**config.mk**
```make
export PLATFORM = sky130hd
export DESIGN_NAME = level_interrupt_source_prioritizer
export DESIGN_NICKNAME = d
export VERILOG_FILES = /design/src/pkg/lvl_prio_pkg.sv /design/src/level_interrupt_source_prioritizer.sv
export SDC_FILE = /design/constraint.sdc
export NUM_CORES = 1
export LEC_CHECK = 0
export BUFFER_PORTS_ARGS = -buffer_cell sky130_fd_sc_hd__buf_2
export CAP_MARGIN = 20
export CORE_ASPECT_RATIO = 0.7
export CORE_MARGIN = 1.5
export CORE_UTILIZATION = 59
export DETAILED_ROUTE_END_ITERATION = 8
export PLACE_DENSITY_LB_ADDON = 0.1
export SLEW_MARGIN = 20
export SYNTH_ARGS = -nofsm -noshare
export SYNTH_HDL_FRONTEND = slang
export SYNTH_SLANG_ARGS = --single-unit
```
**constraint.sdc**
```tcl
create_clock -name i_sys_clk -period 20.2 [get_ports i_sys_clk]
set_clock_uncertainty 0.2 [all_clocks]
set_input_delay 1.01 -clock i_sys_clk [delete_from_list [all_inputs] [get_ports i_sys_clk]]
set_output_delay 1.01 -clock i_sys_clk [all_outputs]
set_load 0.05 [all_outputs]
```
**src/pkg/lvl_prio_pkg.sv**
```systemverilog
// constants, field layouts and carrier types for the level interrupt prioritizer
package lvl_prio_pkg;
	// --------
	// register byte offsets on the control bus
	// --------
	localparam logic [7:0] OFF_INT_CONTROL_ONE = 8'h00;
	localparam logic [7:0] OFF_PRIORITY_REG_A = 8'h04;
	localparam logic [7:0] OFF_PRIORITY_REG_B = 8'h08;
	localparam logic [7:0] OFF_PRIORITY_REG_D = 8'h0c;
	localparam logic [7:0] OFF_PRIORITY_REG_E = 8'h10;
	localparam logic [7:0] OFF_EVENT_CODE = 8'h14;
	localparam logic [7:0] OFF_EVENT_CODE_ALT = 8'h18;
	localparam logic [7:0] OFF_STATUS = 8'h1c;
	// --------
	// field positions and reset values
	// --------
	localparam int CTRL_LEVEL_MODE_BIT = 0;
	localparam int CTRL_SECOND_SET_BIT = 1;
	localparam logic [15:0] REG_RESET = 16'h0000;
	localparam logic [3:0] ENC_IDLE = 4'hf;
	localparam logic [3:0] LEVEL_TOP = 4'hf;
	localparam logic [3:0] LEVEL_NONE = 4'h0;
	localparam logic [1:0] RESP_OKAY = 2'h0;
	localparam logic [1:0] RESP_SLVERR = 2'h2;
	// --------
	// on-chip module request input positions
	// --------
	localparam int NUM_MOD = 10;
	localparam int MOD_TIMER = 0;
	localparam int MOD_RTC = 1;
	localparam int MOD_SER0 = 2;
	localparam int MOD_SER1 = 3;
	localparam int MOD_SER2 = 4;
	localparam int MOD_BUS = 5;
	localparam int MOD_WDT = 6;
	localparam int MOD_DMA = 7;
	localparam int MOD_ADC = 8;
	localparam int MOD_DBG = 9;
	// --------
	// arbitration slots, listed in fixed default order (0 wins ties)
	// --------
	localparam int NUM_SRC = 14;
	localparam int SLOT_DBG = 0;
	localparam int SLOT_ENC = 1;
	localparam int SLOT_PORT_LO = 2;
	localparam int SLOT_PORT_HI = 3;
	localparam int SLOT_DMA = 4;
	localparam int SLOT_SER1 = 5;
	localparam int SLOT_SER2 = 6;
	localparam int SLOT_ADC = 7;
	localparam int SLOT_TIMER = 8;
	localparam int SLOT_RTC = 9;
	localparam int SLOT_SER0 = 10;
	localparam int SLOT_BUS = 11;
	localparam int SLOT_WDT = 12;
	localparam int SLOT_SPARE = 13;
	// --------
	// per-source event codes
	// --------
	localparam logic [11:0] CODE_ENC_BASE = 12'h200;
	localparam logic [11:0] CODE_ENC_STEP = 12'h020;
	localparam logic [11:0] CODE_DBG = 12'h5e0;
	localparam logic [11:0] CODE_PORT_LO = 12'h700;
	localparam logic [11:0] CODE_PORT_HI = 12'h720;
	localparam logic [11:0] CODE_DMA = 12'h800;
	localparam logic [11:0] CODE_SER1 = 12'h880;
	localparam logic [11:0] CODE_SER2 = 12'h900;
	localparam logic [11:0] CODE_ADC = 12'h980;
	localparam logic [11:0] CODE_TIMER = 12'h400;
	localparam logic [11:0] CODE_RTC = 12'h480;
	localparam logic [11:0] CODE_SER0 = 12'h4e0;
	localparam logic [11:0] CODE_BUS = 12'h560;
	localparam logic [11:0] CODE_WDT = 12'h580;
	localparam logic [11:0] CODE_NONE = 12'h000;
	// --------
	// carrier for one arbitration result
	// --------
	typedef struct packed {
		logic valid;
		logic [3:0] level;
		logic [11:0] code;
	} pick_t;
endpackage

```
**src/level_interrupt_source_prioritizer.sv**
```systemverilog
// level interrupt source prioritizer with an axi4-lite register slave
//
// The AXI4-Lite slave port and the placing of the registers were decided locally.
`timescale 1ns/10ps
`default_nettype none

// Overview of operation
// both encoded buses level; second needs two enables
// take higher level of the two buses
// bus value v means level fifteen minus v
// accept encoded value after two equal samples
// standby filter steps on the rtc tick
// source must not lower level before acceptance
// acceptance never alters cpu mask level
// encoded request above mask wakes from standby
// port inputs level, two shared group priorities
// port 0/1 source holds level until accepted
// port 0/1 request above mask wakes standby
// collect ten on-chip module requests
// load unique code into both event registers
// module priority from fields, debug fixed 15
// timer or rtc above mask wakes standby
// level zero never forwarded
// reset sets all programmable priorities zero
// equal levels resolved by fixed default order
// signal cpu only when above mask level
// request pending while source level asserted
module level_interrupt_source_prioritizer (
	input wire logic i_sys_clk,
	input wire logic i_rst,
	// axi4-lite slave
	input wire logic i_awvalid,
	output logic o_awready,
	input wire logic [7:0] i_awaddr,
	input wire logic i_wvalid,
	output logic o_wready,
	input wire logic [31:0] i_wdata,
	input wire logic [3:0] i_wstrb,
	output logic o_bvalid,
	input wire logic i_bready,
	output logic [1:0] o_bresp,
	input wire logic i_arvalid,
	output logic o_arready,
	input wire logic [7:0] i_araddr,
	output logic o_rvalid,
	input wire logic i_rready,
	output logic [31:0] o_rdata,
	output logic [1:0] o_rresp,
	// request sources
	input wire logic [3:0] i_encoded_level_req_a,
	input wire logic [3:0] i_encoded_level_req_b,
	input wire logic [15:0] i_port_level_req,
	input wire logic [lvl_prio_pkg::NUM_MOD-1:0] i_module_req,
	// cpu core side
	input wire logic [3:0] i_cpu_mask_level,
	input wire logic i_int_accept,
	input wire logic i_standby,
	input wire logic i_rtc_tick,
	input wire logic i_rtc_osc_used,
	output logic o_int_req,
	output logic [3:0] o_int_level,
	output logic o_wakeup
);
	// --------
	// state
	// --------
	logic [15:0] int_control_one; // mode bits
	logic [15:0] priority_reg_a; // timer, rtc
	logic [15:0] priority_reg_b; // watchdog, bus, serial 0
	logic [15:0] priority_reg_d; // port groups
	logic [15:0] priority_reg_e; // dma, serial 1, serial 2, adc
	logic [11:0] event_code_reg; // code of last accepted source
	logic [11:0] event_code_alt_reg; // same code, second view
	logic [3:0] enc_raw [2]; // first sample of each encoded bus
	logic [3:0] enc_filt [2]; // accepted (filtered) bus values
	lvl_prio_pkg::pick_t pick; // registered arbitration winner
	lvl_prio_pkg::pick_t next_pick; // combinational winner
	logic [3:0] src_level [lvl_prio_pkg::NUM_SRC]; // effective level per slot
	logic [11:0] src_code [lvl_prio_pkg::NUM_SRC]; // event code per slot
	logic aw_held; // write address captured
	logic w_held; // write data captured
	logic [7:0] aw_addr; // captured write address
	logic [31:0] w_data; // captured write data
	logic [3:0] w_strb; // captured byte strobes
	logic sample_en; // filter sampling strobe
	logic second_en; // second encoded bus in use
	logic [3:0] lvl_a; // level decoded from bus a
	logic [3:0] lvl_b; // level decoded from bus b
	logic [3:0] enc_level; // combined encoded-bus level
	logic [3:0] port_lo_lvl; // level of ports 0-7
	logic [3:0] port_hi_lvl; // level of ports 8-15
	logic next_wakeup; // wake condition this cycle

	// --------
	// encoded bus filter
	// --------
	// in standby the peripheral clock is gone, so the filter only
	// steps on the 32 khz tick; no oscillator means no steps at all
	assign sample_en = i_standby ? (i_rtc_tick & i_rtc_osc_used) : 1'b1;

	// two equal consecutive samples are needed before a value counts
	for (genvar b = 0; b < 2; b++) begin : g_filt
		logic [3:0] pin;
		assign pin = (b == 0) ? i_encoded_level_req_a : i_encoded_level_req_b;
		always_ff @(posedge i_sys_clk or posedge i_rst) begin
			if (i_rst) begin
				enc_raw[b] <= lvl_prio_pkg::ENC_IDLE;
				enc_filt[b] <= lvl_prio_pkg::ENC_IDLE;
			end else if (sample_en) begin
				enc_raw[b] <= pin;
				if (pin == enc_raw[b]) begin
					enc_filt[b] <= pin;
				end
			end
		end
	end

	// --------
	// level decode
	// --------
	// 0000 is the top level, 1111 decodes to level zero (nothing)
	assign lvl_a = lvl_prio_pkg::LEVEL_TOP - enc_filt[0];
	assign lvl_b = lvl_prio_pkg::LEVEL_TOP - enc_filt[1];
	assign second_en = int_control_one[lvl_prio_pkg::CTRL_LEVEL_MODE_BIT]
		& int_control_one[lvl_prio_pkg::CTRL_SECOND_SET_BIT];
	// the higher of the two buses wins when both are in use
	assign enc_level = (second_en && (lvl_b > lvl_a)) ? lvl_b : lvl_a;
	// a group is pending while any of its pins is high
	assign port_lo_lvl = (|i_port_level_req[7:0]) ? priority_reg_d[15:12] :
		lvl_prio_pkg::LEVEL_NONE;
	assign port_hi_lvl = (|i_port_level_req[15:8]) ? priority_reg_d[11:8] :
		lvl_prio_pkg::LEVEL_NONE;

	// --------
	// source table, in default order
	// --------
	// a module slot shows its field (the debug slot its fixed level 15) while the request line is high
	function automatic logic [3:0] gate(input logic req, input logic [3:0] lvl);
		gate = req ? lvl : lvl_prio_pkg::LEVEL_NONE;
	endfunction

	always_comb begin
		src_level[lvl_prio_pkg::SLOT_DBG] = gate(i_module_req[lvl_prio_pkg::MOD_DBG],
			lvl_prio_pkg::LEVEL_TOP);
		src_level[lvl_prio_pkg::SLOT_ENC] = enc_level;
		src_level[lvl_prio_pkg::SLOT_PORT_LO] = port_lo_lvl;
		src_level[lvl_prio_pkg::SLOT_PORT_HI] = port_hi_lvl;
		src_level[lvl_prio_pkg::SLOT_DMA] = gate(i_module_req[lvl_prio_pkg::MOD_DMA],
			priority_reg_e[15:12]);
		src_level[lvl_prio_pkg::SLOT_SER1] = gate(i_module_req[lvl_prio_pkg::MOD_SER1],
			priority_reg_e[11:8]);
		src_level[lvl_prio_pkg::SLOT_SER2] = gate(i_module_req[lvl_prio_pkg::MOD_SER2],
			priority_reg_e[7:4]);
		src_level[lvl_prio_pkg::SLOT_ADC] = gate(i_module_req[lvl_prio_pkg::MOD_ADC],
			priority_reg_e[3:0]);
		src_level[lvl_prio_pkg::SLOT_TIMER] = gate(i_module_req[lvl_prio_pkg::MOD_TIMER],
			priority_reg_a[15:12]);
		src_level[lvl_prio_pkg::SLOT_RTC] = gate(i_module_req[lvl_prio_pkg::MOD_RTC],
			priority_reg_a[3:0]);
		src_level[lvl_prio_pkg::SLOT_SER0] = gate(i_module_req[lvl_prio_pkg::MOD_SER0],
			priority_reg_b[7:4]);
		src_level[lvl_prio_pkg::SLOT_BUS] = gate(i_module_req[lvl_prio_pkg::MOD_BUS],
			priority_reg_b[11:8]);
		src_level[lvl_prio_pkg::SLOT_WDT] = gate(i_module_req[lvl_prio_pkg::MOD_WDT],
			priority_reg_b[15:12]);
		src_level[lvl_prio_pkg::SLOT_SPARE] = lvl_prio_pkg::LEVEL_NONE;
		// encoded requests get a code per bus value, others a fixed one
		src_code[lvl_prio_pkg::SLOT_DBG] = lvl_prio_pkg::CODE_DBG;
		src_code[lvl_prio_pkg::SLOT_ENC] = lvl_prio_pkg::CODE_ENC_BASE
			+ 12'(lvl_prio_pkg::LEVEL_TOP - enc_level) * lvl_prio_pkg::CODE_ENC_STEP;
		src_code[lvl_prio_pkg::SLOT_PORT_LO] = lvl_prio_pkg::CODE_PORT_LO;
		src_code[lvl_prio_pkg::SLOT_PORT_HI] = lvl_prio_pkg::CODE_PORT_HI;
		src_code[lvl_prio_pkg::SLOT_DMA] = lvl_prio_pkg::CODE_DMA;
		src_code[lvl_prio_pkg::SLOT_SER1] = lvl_prio_pkg::CODE_SER1;
		src_code[lvl_prio_pkg::SLOT_SER2] = lvl_prio_pkg::CODE_SER2;
		src_code[lvl_prio_pkg::SLOT_ADC] = lvl_prio_pkg::CODE_ADC;
		src_code[lvl_prio_pkg::SLOT_TIMER] = lvl_prio_pkg::CODE_TIMER;
		src_code[lvl_prio_pkg::SLOT_RTC] = lvl_prio_pkg::CODE_RTC;
		src_code[lvl_prio_pkg::SLOT_SER0] = lvl_prio_pkg::CODE_SER0;
		src_code[lvl_prio_pkg::SLOT_BUS] = lvl_prio_pkg::CODE_BUS;
		src_code[lvl_prio_pkg::SLOT_WDT] = lvl_prio_pkg::CODE_WDT;
		src_code[lvl_prio_pkg::SLOT_SPARE] = lvl_prio_pkg::CODE_NONE;
	end

	// --------
	// arbitration
	// --------
	// strict greater-than keeps the earlier slot on a tie; a slot at
	// level zero can never beat the empty start value
	always_comb begin
		next_pick = '{valid: 1'b0, level: lvl_prio_pkg::LEVEL_NONE,
			code: lvl_prio_pkg::CODE_NONE};
		for (int s = 0; s < lvl_prio_pkg::NUM_SRC; s++) begin
			if (src_level[s] > next_pick.level) begin
				next_pick.valid = 1'b1;
				next_pick.level = src_level[s];
				next_pick.code = src_code[s];
			end
		end
	end

	// wake only with the 32 khz oscillator, from the listed sources
	always_comb begin
		next_wakeup = 1'b0;
		if (i_standby && i_rtc_osc_used) begin
			next_wakeup = (enc_level > i_cpu_mask_level)
				|| ((|i_port_level_req[1:0]) && (priority_reg_d[15:12] > i_cpu_mask_level))
				|| (src_level[lvl_prio_pkg::SLOT_TIMER] > i_cpu_mask_level)
				|| (src_level[lvl_prio_pkg::SLOT_RTC] > i_cpu_mask_level);
		end
	end

	// --------
	// request to the cpu
	// --------
	// the mask level is only an input here; nothing in this block can
	// write it back, so acceptance leaves it as it was
	always_ff @(posedge i_sys_clk or posedge i_rst) begin
		if (i_rst) begin
			pick <= '0;
			o_int_req <= 1'b0;
			o_int_level <= lvl_prio_pkg::LEVEL_NONE;
			o_wakeup <= 1'b0;
		end else begin
			pick <= next_pick;
			o_int_req <= next_pick.valid && (next_pick.level > i_cpu_mask_level);
			o_int_level <= next_pick.level;
			o_wakeup <= next_wakeup;
		end
	end

	// code of the request presented this cycle is kept on acceptance;
	// sources must hold their level until then, or the code may be stale
	always_ff @(posedge i_sys_clk or posedge i_rst) begin
		if (i_rst) begin
			event_code_reg <= lvl_prio_pkg::CODE_NONE;
			event_code_alt_reg <= lvl_prio_pkg::CODE_NONE;
		end else if (i_int_accept && o_int_req) begin
			event_code_reg <= pick.code;
			event_code_alt_reg <= pick.code;
		end
	end

	// --------
	// axi4-lite write channel
	// --------
	function automatic logic [15:0] merge(input logic [15:0] old, input logic [31:0] d,
		input logic [3:0] st);
		merge = {st[1] ? d[15:8] : old[15:8], st[0] ? d[7:0] : old[7:0]};
	endfunction

	// address and data are caught in either order; the response
	// follows one cycle after both are held
	always_ff @(posedge i_sys_clk or posedge i_rst) begin
		if (i_rst) begin
			o_awready <= 1'b1;
			o_wready <= 1'b1;
			aw_held <= 1'b0;
			w_held <= 1'b0;
			aw_addr <= '0;
			w_data <= '0;
			w_strb <= '0;
			o_bvalid <= 1'b0;
			o_bresp <= lvl_prio_pkg::RESP_OKAY;
		end else begin
			if (i_awvalid && o_awready) begin
				aw_held <= 1'b1;
				aw_addr <= i_awaddr;
				o_awready <= 1'b0;
			end
			if (i_wvalid && o_wready) begin
				w_held <= 1'b1;
				w_data <= i_wdata;
				w_strb <= i_wstrb;
				o_wready <= 1'b0;
			end
			if (aw_held && w_held && !o_bvalid) begin
				aw_held <= 1'b0;
				w_held <= 1'b0;
				o_bvalid <= 1'b1;
				// read-only and unmapped words answer with an error
				unique case (aw_addr)
					lvl_prio_pkg::OFF_INT_CONTROL_ONE, lvl_prio_pkg::OFF_PRIORITY_REG_A,
					lvl_prio_pkg::OFF_PRIORITY_REG_B, lvl_prio_pkg::OFF_PRIORITY_REG_D,
					lvl_prio_pkg::OFF_PRIORITY_REG_E: begin
						o_bresp <= lvl_prio_pkg::RESP_OKAY;
					end
					default: begin
						o_bresp <= lvl_prio_pkg::RESP_SLVERR;
					end
				endcase
			end
			if (o_bvalid && i_bready) begin
				o_bvalid <= 1'b0;
				o_awready <= 1'b1;
				o_wready <= 1'b1;
			end
		end
	end

	// writable registers; only the low two byte lanes carry bits
	always_ff @(posedge i_sys_clk or posedge i_rst) begin
		if (i_rst) begin
			int_control_one <= lvl_prio_pkg::REG_RESET;
			priority_reg_a <= lvl_prio_pkg::REG_RESET;
			priority_reg_b <= lvl_prio_pkg::REG_RESET;
			priority_reg_d <= lvl_prio_pkg::REG_RESET;
			priority_reg_e <= lvl_prio_pkg::REG_RESET;
		end else if (aw_held && w_held && !o_bvalid) begin
			unique case (aw_addr)
				lvl_prio_pkg::OFF_INT_CONTROL_ONE: begin
					int_control_one <= merge(int_control_one, w_data, w_strb);
				end
				lvl_prio_pkg::OFF_PRIORITY_REG_A: begin
					priority_reg_a <= merge(priority_reg_a, w_data, w_strb);
				end
				lvl_prio_pkg::OFF_PRIORITY_REG_B: begin
					priority_reg_b <= merge(priority_reg_b, w_data, w_strb);
				end
				lvl_prio_pkg::OFF_PRIORITY_REG_D: begin
					priority_reg_d <= merge(priority_reg_d, w_data, w_strb);
				end
				lvl_prio_pkg::OFF_PRIORITY_REG_E: begin
					priority_reg_e <= merge(priority_reg_e, w_data, w_strb);
				end
				default: begin
					// unmapped: nothing stored
				end
			endcase
		end
	end

	// --------
	// axi4-lite read channel
	// --------
	// one read at a time; arready drops until the data is taken
	always_ff @(posedge i_sys_clk or posedge i_rst) begin
		if (i_rst) begin
			o_arready <= 1'b1;
			o_rvalid <= 1'b0;
			o_rdata <= '0;
			o_rresp <= lvl_prio_pkg::RESP_OKAY;
		end else if (i_arvalid && o_arready) begin
			o_arready <= 1'b0;
			o_rvalid <= 1'b1;
			o_rresp <= lvl_prio_pkg::RESP_OKAY;
			unique case (i_araddr)
				lvl_prio_pkg::OFF_INT_CONTROL_ONE: o_rdata <= {16'h0000, int_control_one};
				lvl_prio_pkg::OFF_PRIORITY_REG_A: o_rdata <= {16'h0000, priority_reg_a};
				lvl_prio_pkg::OFF_PRIORITY_REG_B: o_rdata <= {16'h0000, priority_reg_b};
				lvl_prio_pkg::OFF_PRIORITY_REG_D: o_rdata <= {16'h0000, priority_reg_d};
				lvl_prio_pkg::OFF_PRIORITY_REG_E: o_rdata <= {16'h0000, priority_reg_e};
				lvl_prio_pkg::OFF_EVENT_CODE: o_rdata <= {20'h00000, event_code_reg};
				lvl_prio_pkg::OFF_EVENT_CODE_ALT: o_rdata <= {20'h00000, event_code_alt_reg};
				// live state: winner, level, filtered bus values
				lvl_prio_pkg::OFF_STATUS: o_rdata <= {15'h0000, pick.valid, 4'h0,
					pick.level, enc_filt[1], enc_filt[0]};
				default: begin
					o_rdata <= '0;
					o_rresp <= lvl_prio_pkg::RESP_SLVERR;
				end
			endcase
		end else if (o_rvalid && i_rready) begin
			o_rvalid <= 1'b0;
			o_arready <= 1'b1;
		end
	end
endmodule // level_interrupt_source_prioritizer

`default_nettype wire

```
==> impl_metrics.ini <==
[global_route]
grt_max_degree = 107
grt_usage = 0.318
antenna_found_initial = 1
grt-ovfl-total = 0
grt_pass1_wl_um = 47600
grt_pass1_vias = 8749

[sta]
relSlewSlack = 0.309
hold_violations = 0
fmax_ghz = 0.0511
fin_crit_ps = 19570
period_share = 0.969
timing_worst_slew_pin_value_ps = 1030
setup_viol_count_final = 0
setup_ws_ps = 635
drv_slew = 0

[run]
drv_cap = 0

[min_path]
holdPathStages = 2
hold_start = o_bresp[1]
min_path_type = flop to flop

[pwr]
internal_power_w = 0.00153
power_density_nw_per_um2 = 205
switching_power_w = 0.00120
ir_worst_vdd_mv = 0.292
power_frac_seq = 0.197
p_comb_frac = 0.679
clockPowerShare = 0.124
leakage_nw = 6.19
sw_frac_of_total = 0.440

[worst_setup_path]
setup.worst_path.class = flop to flop
start_kind = flop
end_kind = flop
slowest_delay_ps = 560
crit_required_ps = 20300
reg2regPathDepth = 100
critPathMaxFanout = 6
rr_startpoint = enc_filt[1]
cp_common_cell = ha_1
crit_start = enc_filt[1]
crit_slowest_cell = dfstp_2
cp_data_arrival_time_ps = 19660

[floorplan]
dieHeight_um = 117
dieArea_um2 = 19400
coreArea_um2 = 18100
fp-row-count = 41
start_util = 0.604
die_w_um = 166
ios = 148

[drt]
drt_iter0_drc = 1031
wl_per_cell_um = 20.6
viasPerCell = 6.24
wl_um = 31500
route.detailed.drc = 0
drt_pass1_iterations = 5
vias = 9545
ant_nets = 0

[clock_tree]
clk_pin_slew_ps = 70
cts_tree = built
cts_max_level = 4
numCtsBuffers = 17
clockBufferDepth = 2
root_buffer = clkbuf_16
insertion_delay_ps = 420
clock-sinks = 169

[layout]
antennaDiodeCount = 0
layoutNonFillerInstCount = 1530
syn_to_final_growth_pct = 21.9
layout_commonest_cell = dfrtp_1
largest-register = o_rdata
final_cell_mix = dfrtp_1, mux2_2, buf_2, nand2_1, buf_4
nNetsFinal = 1438
drive_gt1_frac = 0.386
largest_reg_flops = 17

[yosys]
synthArstFlopShare = 1.00
netlist_instances = 1086
synth-edff-count = 0
syn_area_per_cell_um2 = 10.1
syn_area_um2 = 10900
yosysUniqueCellTypes = 111
ys_warn_count = 0
synth-seq-cells = 169
seq_area_frac_synth = 0.389
synth_ff_type = dfrtp_1

[place]
preCtsSetupSlack_ps = -51.4
dp.cells = 1478
io_buffers = 112
gp_congestion = 0.918
hpwl_um = 23200

[run_status]
status = finished, final reports clean
path summary, 6_finish.rpt:
kind | end | slack, ps
worst min-delay path | o_bresp[1] | 260
max in group asynchronous | priority_reg_b[11] | 17830
min in group asynchronous | o_rdata[8] | 620
worst max register to register | o_int_req | 630
worst max-delay path | o_int_req | 630
worst min register to register | o_bresp[1] | 260
worst max-delay path: cells and delay by family, from the launching register on:
family | cells | cell delay, ps
AND/OR/NAND/NOR | 25 | 3980
adder cells (fa/ha/maj) | 16 | 4630
buffers and inverters | 7 | 720
flip-flops | 1 | 560
AO/OA/AOI/OAI | 45 | 7560
multiplexers | 7 | 1740
timing repair:
action / in CTS / in global routing
gates cloned: 0 / 0
buffers inserted: 0 / 20
resized for setup: 5 / 82
pin swaps: 0 / 30
endpoints found under the hold margin: 0 / 0
hold buffers: 0 / 0
setup endpoints to repair: 1 / 13
kinds of logic (layout without fill, tap and decap cells):
family          after synthesis  in the layout  synth area share
compound gates              272            272             0.177
xor+xnor                     13             13            0.0104
fa+ha+maj                    59             59            0.0668
buf+inv                      87            279            0.0389
flops                       169            169             0.389
mux                         160            160             0.168
other cells                   1             17          0.000343
simple gates                325            325             0.150
power groups by stage:
stage                     clock (W)  combinational, W  sequential (W)
after floorplan                   0           0.00102        0.000509
after global placement            0           0.00150        0.000529
after detailed placement          0           0.00153        0.000533
after CTS                  0.000340           0.00156        0.000529
after global routing       0.000357           0.00200        0.000544
final                      0.000339           0.00185        0.000536
stage by stage:
step                cell area [um^2]  utilization  hold WS, ps  power, W  setup TNS [ps]
floorplan                      11000            -          256   0.00153               0
global placement               12100        0.670          249   0.00203               0
detailed placement             12100        0.670          252   0.00207           -51.4
CTS                            12800        0.705          266   0.00243               0
global route                   13300        0.736          290   0.00290            -319
finish                         13300        0.736          262   0.00273               0
layer usage:
layer  vias up  global-route usage  share of wire
met5         -                   0        0.00041
met4         2              0.0907          0.016
met3        49              0.0662          0.086
met2       460               0.475           0.44
met1      4661               0.471           0.46
li1       4373                   -              -
Yosys cell counts, types with 4 or more instances:
library cell  count  area share
a22oi_1          14      0.0096
nand3_1          28       0.013
a31oi_1          12      0.0069
mux2_2          130        0.13
a21oi_1          58       0.027
and3_1            6      0.0034
nor3_1           17      0.0078
xnor2_1          13       0.010
o21ai_1           4      0.0018
clkbuf_1         12      0.0041
nand2_1         111       0.038
o21a_1            9      0.0062
a21o_1            8      0.0055
o21ai_0          70       0.032
o211ai_1         11      0.0076
or4_1             4      0.0027
nor2_1           59       0.020
o22ai_1           5      0.0029
or2_2            11      0.0063
mux4_2            4      0.0082
mux2i_1          24       0.022
dfrtp_1         150        0.34
buf_4            23       0.016
nand4_1          10      0.0057
a41oi_1           6      0.0048
nor4_1            5      0.0029
a211oi_1          9      0.0062
and2_1           23       0.013
a41o_1            4      0.0037
nor2b_1          13      0.0074
buf_1             4      0.0014
inv_1            44       0.015
dfstp_2          19       0.046
ha_1             56       0.064
a221oi_1          5      0.0040
nand2b_1         10      0.0057
layout make-up:
| cell class | count | area [um^2] |
|---|---|---|
| clock buffer | 20 | 447 |
| fill | 1326 | 4780 |
| clock inverter | 12 | 163 |
| timing repair buffer | 202 | 1240 |
| sequential | 169 | 4250 |
| tap | 236 | 295 |
| inverter | 45 | 174 |
| multi-input combinational | 846 | 6760 |
Note: power is estimated with default switching activity, not from simulation.
